## src/shared/bsm_pkg.sv

```systemverilog
// constants and types for the backup supply mode control block
package bsm_pkg;

  // ----------------------------------------------------------------
  // mode select encoding {backup_bus_inhibit_sel, supply_switch_sel}
  // ----------------------------------------------------------------
  typedef enum logic [1:0]
  {
    BSM_MODE_A = 2'b00,
    BSM_MODE_B = 2'b01,
    BSM_MODE_C = 2'b10,
    BSM_MODE_D = 2'b11
  } bsm_mode_t;

  // ----------------------------------------------------------------
  // supply selection state
  // ----------------------------------------------------------------
  typedef enum logic [1:0]
  {
    BSM_SUP_MAIN = 2'b00,
    BSM_SUP_BACKUP = 2'b01,
    BSM_SUP_LOCKED = 2'b10
  } bsm_supply_t;

  // ----------------------------------------------------------------
  // reset values
  // ----------------------------------------------------------------
  localparam logic BSM_BUS_INHIBIT_RST = 1'b0;
  localparam logic BSM_SWITCH_SEL_RST = 1'b1;
  localparam logic [1:0] BSM_SYNC_RST = 2'h0;

endpackage
```

## src/design/bsm_mode_ctrl.sv

```systemverilog
// backup supply mode control: supply selection and access gating
//
// How it works
// [RULE1] before the select bits are loaded the block runs in mode B.
// [RULE2] main below the reset threshold always blocks the serial bus.
// [RULE3] the two select bits decode into modes A, B, C and D.
// [RULE4] modes A and C switch to backup when main is below trip.
// [RULE5] on backup in modes A and C timekeeping is disabled along with bus and memory.
// [RULE6] modes B and D run from backup when it beats main and trip.
// [RULE7] mode B keeps alarms and bus alive on backup power.
// [RULE8] mode B bus on backup needs backup and main above reset.
// [RULE9] mode B allows memory on backup but blocks writes when backup>main.
// [RULE10] modes A, C and D refuse bus and memory while on backup.
// [RULE11] mode A answers the bus down to the main trip threshold.
// [RULE12] mode D answers only while main beats both reset and backup.
// [RULE13] backup below minimum plus main cycling to 0V locks reset low.
// [RULE14] comparators are synchronised and gating recomputed each cycle.
module bsm_mode_ctrl
(
  // clock and reset
  input wire logic mclk,
  input wire logic rst_n,
  // mode selection from the configuration store
  input wire logic sel_load,
  input wire logic backup_bus_inhibit_sel,
  input wire logic supply_switch_sel,
  // comparator levels from the analog front end
  input wire logic main_below_trip,
  input wire logic main_below_reset,
  input wire logic main_below_backup,
  input wire logic backup_below_reset,
  input wire logic backup_below_min,
  input wire logic main_at_zero,
  input wire logic backup_at_zero,
  // supply and gating outputs
  output logic on_backup,
  output logic low_voltage_reset_n,
  output logic bus_enable,
  output logic nvm_read_enable,
  output logic nvm_write_enable,
  output logic clock_or_alarm_enable,
  output logic [1:0] mode
);

  // ----------------------------------------------------------------
  // comparator synchronisers
  // ----------------------------------------------------------------
  localparam int NCMP = 7;
  logic [NCMP-1:0] cmp_raw;
  logic [NCMP-1:0] cmp_s;

  assign cmp_raw = {backup_at_zero, main_at_zero, backup_below_min,
                    backup_below_reset, main_below_backup,
                    main_below_reset, main_below_trip};

  genvar gi;
  generate
    for (gi = 0; gi < NCMP; gi++)
    begin : g_sync
      bsm_sync u_sync // RULE14
      (
        .mclk(mclk),
        .rst_n(rst_n),
        .async_in(cmp_raw[gi]),
        .sync_out(cmp_s[gi])
      );
    end
  endgenerate

  logic m_trip;
  logic m_rst;
  logic m_bak;
  logic b_rst;
  logic b_min;
  logic m_zero;
  logic b_zero;
  assign m_trip = cmp_s[0];
  assign m_rst = cmp_s[1];
  assign m_bak = cmp_s[2];
  assign b_rst = cmp_s[3];
  assign b_min = cmp_s[4];
  assign m_zero = cmp_s[5];
  assign b_zero = cmp_s[6];

  // ----------------------------------------------------------------
  // mode select register
  // ----------------------------------------------------------------
  logic inhibit_q;
  logic inhibit_d;
  logic switch_q;
  logic switch_d;

  always_comb
  begin
    inhibit_d = inhibit_q;
    switch_d = switch_q;
    if (sel_load)
    begin
      inhibit_d = backup_bus_inhibit_sel;
      switch_d = supply_switch_sel;
    end
  end

  always_ff @(posedge mclk)
  begin
    if (!rst_n)
    begin
      inhibit_q <= bsm_pkg::BSM_BUS_INHIBIT_RST; // RULE1
      switch_q <= bsm_pkg::BSM_SWITCH_SEL_RST; // RULE1
    end
    else
    begin
      inhibit_q <= inhibit_d;
      switch_q <= switch_d;
    end
  end

  bsm_pkg::bsm_mode_t mode_sel;
  assign mode_sel = bsm_pkg::bsm_mode_t'({inhibit_q, switch_q}); // RULE3
  logic legacy;
  assign legacy = switch_q;

  // ----------------------------------------------------------------
  // supply selection and lockup state
  // ----------------------------------------------------------------
  bsm_pkg::bsm_supply_t sup_q;
  bsm_pkg::bsm_supply_t sup_d;
  logic want_backup;
  logic armed_q;
  logic armed_d;

  always_comb
  begin
    // standard switches at trip, legacy when backup beats main and trip
    if (legacy)
      want_backup = m_bak && m_trip; // RULE6
    else
      want_backup = m_trip; // RULE4
  end

  always_comb
  begin
    sup_d = sup_q;
    // lockup arms once backup sags below minimum while main is dead
    armed_d = armed_q | (b_min & m_zero); // RULE13
    case (sup_q)
      bsm_pkg::BSM_SUP_MAIN:
      begin
        if (want_backup)
          sup_d = bsm_pkg::BSM_SUP_BACKUP;
      end
      bsm_pkg::BSM_SUP_BACKUP:
      begin
        if (armed_d && !m_zero)
          sup_d = bsm_pkg::BSM_SUP_LOCKED; // RULE13
        else if (!want_backup)
          sup_d = bsm_pkg::BSM_SUP_MAIN;
      end
      bsm_pkg::BSM_SUP_LOCKED:
      begin
        // only both supplies at zero together clear it
        if (m_zero && b_zero)
        begin
          sup_d = bsm_pkg::BSM_SUP_MAIN; // RULE13
          armed_d = 1'b0;
        end
      end
      default:
        sup_d = bsm_pkg::BSM_SUP_MAIN;
    endcase
    if (sup_q == bsm_pkg::BSM_SUP_MAIN && armed_d && !m_zero)
      sup_d = bsm_pkg::BSM_SUP_LOCKED; // RULE13
  end

  always_ff @(posedge mclk)
  begin
    if (!rst_n)
    begin
      sup_q <= bsm_pkg::BSM_SUP_MAIN;
      armed_q <= 1'b0;
    end
    else
    begin
      sup_q <= sup_d;
      armed_q <= armed_d;
    end
  end

  // ----------------------------------------------------------------
  // access gating, recomputed every cycle
  // ----------------------------------------------------------------
  logic bus_d;
  logic bus_q;
  logic rd_d;
  logic rd_q;
  logic wr_d;
  logic wr_q;
  logic alarm_d;
  logic alarm_q;
  logic bak_d;
  logic bak_q;
  logic lvr_d;
  logic lvr_q;
  logic locked;
  logic backup_now;

  assign locked = (sup_q == bsm_pkg::BSM_SUP_LOCKED);
  assign backup_now = (sup_q != bsm_pkg::BSM_SUP_MAIN);

  always_comb
  begin
    bak_d = backup_now;
    lvr_d = !(m_rst || locked); // RULE13
    bus_d = !backup_now; // RULE10
    rd_d = !backup_now; // RULE10
    wr_d = !backup_now; // RULE10
    alarm_d = 1'b1;
    case (mode_sel)
      bsm_pkg::BSM_MODE_A:
      begin
        bus_d = !backup_now; // RULE11
        alarm_d = !backup_now; // RULE5
      end
      bsm_pkg::BSM_MODE_B:
      begin
        // backup power keeps the bus only above both reset levels
        bus_d = !backup_now || !b_rst; // RULE8
        rd_d = 1'b1; // RULE9
        wr_d = !m_bak; // RULE9
        alarm_d = 1'b1; // RULE7
      end
      bsm_pkg::BSM_MODE_C:
      begin
        alarm_d = !backup_now; // RULE5
      end
      bsm_pkg::BSM_MODE_D:
      begin
        // main must beat backup as well as the reset threshold
        bus_d = !backup_now && !m_bak; // RULE12
        alarm_d = 1'b1; // RULE7
      end
      default:
      begin
        bus_d = 1'b0;
      end
    endcase
    if (m_rst || locked)
    begin
      // low main kills the bus whatever the mode says
      bus_d = 1'b0; // RULE2
      rd_d = rd_d && mode_sel == bsm_pkg::BSM_MODE_B && !locked;
      wr_d = 1'b0;
    end
  end

  always_ff @(posedge mclk)
  begin
    if (!rst_n)
    begin
      bak_q <= 1'b0;
      lvr_q <= 1'b0;
      bus_q <= 1'b0;
      rd_q <= 1'b0;
      wr_q <= 1'b0;
      alarm_q <= 1'b0;
    end
    else
    begin
      bak_q <= bak_d;
      lvr_q <= lvr_d;
      bus_q <= bus_d;
      rd_q <= rd_d;
      wr_q <= wr_d;
      alarm_q <= alarm_d;
    end
  end

  assign on_backup = bak_q;
  assign low_voltage_reset_n = lvr_q;
  assign bus_enable = bus_q;
  assign nvm_read_enable = rd_q;
  assign nvm_write_enable = wr_q;
  assign clock_or_alarm_enable = alarm_q;
  assign mode = {inhibit_q, switch_q};

endmodule // bsm_mode_ctrl

```

## src/design/bsm_sync.sv

```systemverilog
// two flip-flop synchroniser for the comparator inputs
module bsm_sync
(
  // clock and reset
  input wire logic mclk,
  input wire logic rst_n,
  // data
  input wire logic async_in,
  output logic sync_out
);

  logic [1:0] stage_q;
  logic [1:0] stage_d;

  always_comb
  begin
    stage_d = {stage_q[0], async_in};
  end

  always_ff @(posedge mclk)
  begin
    if (!rst_n)
      stage_q <= bsm_pkg::BSM_SYNC_RST;
    else
      stage_q <= stage_d;
  end

  // only the second stage is visible
  assign sync_out = stage_q[1];

endmodule // bsm_sync

```

## config.mk

```make
export PLATFORM = sky130hd
export DESIGN_NAME = bsm_mode_ctrl
export DESIGN_NICKNAME = d
export VERILOG_FILES = /design/src/shared/bsm_pkg.sv /design/src/design/bsm_mode_ctrl.sv /design/src/design/bsm_sync.sv
export SDC_FILE = /design/constraint.sdc
export NUM_CORES = 1
export LEC_CHECK = 0
export ABC_AREA = 1
export BUFFER_PORTS_ARGS = -buffer_cell sky130_fd_sc_hd__buf_2
export CORE_UTILIZATION = 45
export CTS_CLUSTER_SIZE = 28
export DETAILED_ROUTE_END_ITERATION = 10
export GPL_TIMING_DRIVEN = 0
export PLACE_DENSITY = 0.78
export SETUP_SLACK_MARGIN = 0.02
export SLEW_MARGIN = 10
export SYNTH_ARGS = -nofsm -noshare
export SYNTH_HDL_FRONTEND = slang
export SYNTH_HIERARCHICAL = 1
export SYNTH_SLANG_ARGS = --single-unit
```

## constraint.sdc

```tcl
create_clock -name mclk -period 0.9 [get_ports mclk]
set_clock_uncertainty 0.05 [all_clocks]
set_input_delay 0.18 -clock mclk [delete_from_list [all_inputs] [get_ports mclk]]
set_output_delay 0.18 -clock mclk [all_outputs]
set_load 0.02 [all_outputs]
```

==> flow_summary.toml <==
[run_status]
run_status = "finished, violations left"
violations = "hold timing, setup timing"

[finish]
area_growth_pct = 44.3
diodes = 0
drive_gt1_share_pct = 44.0
nNetsFinal = 147
layout_commonest_cell = "nand2_1"
mostFrequentLayoutCells = "nand2_1 (21), inv_1 (18), dfxtp_1 (14)"

[critical_path]
critical_path.most_common_cell = "buf_6"
crit_chain = "buf_6 > buf_6"
cp_max_fo = 2
crit_slowest_cell = "dfxtp_2"
crit_family = "flip-flops"
max_stage_delay_ns = 0.35
cp.arrival_ns = 0.88
cp_num_buf_inv = 2
startpoint_type = "register"
worstSetupEndpointType = "primary output"
path_class = "register to primary output"
required_ns = 0.67

[pwr]
power_frac_seq_pct = 61.6
p_leak_nw = 0.628
ir_worst_vdd_mv = 1.33
pwr-share-clk_pct = 24.3
p_comb_share_pct = 14.2
p_switching_mw = 0.465
switching_share_pct = 23.9
internal-power_mw = 1.48
p_per_area_nw_per_um2 = 1610

[detailed_routing]
routedWlPerCell_um = 10.3
drc_errors = 0
first_iter_violations = 7
routed_via_density = 4.37
dr.pass1.iters = 4
drt-total-wl_um = 1630
vias = 695
ant_nets = 0

[clock_tree]
cts_tree = "yes"
clkLatencyLatePin_ns = 0.30
numCtsBuffers = 3
clk_pin_slew_ns = 0.13
tritoncts_num_sinks = 25
cts_buffer_depth = 2
root_buffer = "clkbuf_4"
htreeDepth = 1

[place]
dp_hpwl_um = 905
preCtsSetupSlack_ns = -0.143
port_buffers = 19
place_congestion = 0.779

[sta]
worst_pin_slew_ns = 0.297
whs_ns = -0.00137
hold_violations = 1
min_period_ns = 1.11
fin_crit_sh_pct = 124
rsz0062_at_grt = "true"
finalSetupTns_ns = -1.26
setup_viol = 12
maxSlewHeadroom_pct = 80.2
setup_ws_ns = -0.212
fmax_ghz = 0.899
timing.final.max_slew_violations = 0

[synth]
synth-seq-cells = 25
synth.cell_area_um2 = 840
yosysWarnings = 6
synth.avg_cell_area_um2 = 8.23
syn_inst = 102
yosysTopAreaCellShare_pct = 59.6
synth_top_cell_by_area = "dfxtp_1"
synth_cell_type_count = 14
synthesis.nets = 114
yosysSeqAreaShare_pct = 59.6
synth_area_leaders = "dfxtp_1 (60%), nand2_1 (12%), inv_1 (8.9%)"

[floorplan]
initial_core_util_pct = 48.1
rows = 15
io_pins = 20
die_h_um = 45.2
die_area_um2 = 2040
fp.coreArea_um2 = 1750
die_x_um = 45.2

[global_routing]
globalRouteTotalUtil_pct = 16.5
antenna_found_initial = 0
grt_pass1_vias = 623
grt_pass1_wl_um = 2340
globalRouteOverflowTotal = 0
grt_max_degree = 18

[job]
drv_cap = 0

[min_path]
hp-class = "input pin to register"
-- final timing paths --
| kind | start | end | slack [ns] | depth (start not counted) |
|---|---|---|---|---|
| max | legacy$_SDFFE_PN1P_ | mode[0] | -0.21 | 2 |
| min | backup_below_reset | g_sync[3].u_sync/stage_q[0]$_SDFF_PN0_ | -0.001 | 3 |
| max reg2reg | sup_q[0]$_SDFFE_PP0P_ | nvm_write_enable$_SDFF_PP0_ | -0.08 | 6 |
| min reg2reg | g_sync[1].u_sync/stage_q[0]$_SDFF_PN0_ | g_sync[1].u_sync/stage_q[1]$_SDFF_PN0_ | 0.37 | 2 |
-- power by group through the flow --
stage	registers [mW]	clock network, mW	logic [mW]
floorplan	1.24	0	0.0856
finish	1.20	0.472	0.275
detailed placement	1.21	0	0.182
global route	1.20	0.529	0.302
global placement	1.21	0	0.175
CTS	1.20	0.473	0.252
-- final cells by class --
cell class                 instances  area, um2
fill                             134        534
inverter                          22       87.6
timing repair buffer              28        233
sequential                        25        517
clock buffer                       4       26.3
tap                               25       31.3
multi-input combinational         53        294
buffer                             2       22.5
-- layer usage --
layer  wire (um)  vias to the layer above  GRT usage, %
met2         966                       21          31.3
met3          58                        2          3.20
met4          19                        0          10.3
li1            -                      366             -
met1         587                      306          16.0
met5           0                        -             0
-- metrics by stage --
step	util [%]	hold slack [ns]	cell area, um2	std cells	power (mW)
global placement	55.3	0.304	966	146	1.38
detailed placement	55.3	0.311	966	146	1.39
CTS	66.1	0.00458	1150	158	1.92
floorplan	-	0.223	840	102	1.32
finish	69.4	-0.00137	1210	159	1.94
global route	69.4	0.00644	1210	159	2.04
-- state kept, by name (all words and copies together), names as in the netlist --
name,flops
armed_q,1
bus_enable,1
clock_or_alarm_enable,1
g_sync.u_sync/stage_q,14
inhibit_q,1
legacy,1
low_voltage_reset_n,1
nvm_read_enable,1
nvm_write_enable,1
on_backup,1
sup_q,2
-- cells in the mapped netlist --
cell       n
a21oi_1    5
a21oi_2    1
buf_4      2
dfxtp_1   25
inv_1     20
inv_2      2
nand2_1   27
nand2_2    3
nand3_1    5
nand3b_1   1
nor2_1     6
nor2_2     1
nor2_4     1
o21ai_0    3
-- cells by family after synthesis --
group	synth area share (%)
compound gates	5.81
buf+inv	11.6
flops	59.6
simple gates	23.0
-- worst min-delay path: stages --
cell and delay (ns):
buf_2 0.07, nand2_1 0.04, inv_1 0.04
-- what timing repair did --
action                     4_1_cts  5_1_grt
hold buffers                     5        0
hold endpoints to repair         5        0
setup endpoints to repair       12       16
pin swaps                        2        6
resized for setup               35       17
buffers inserted                 3        1
Note: power is estimated with default switching activity, not from simulation.
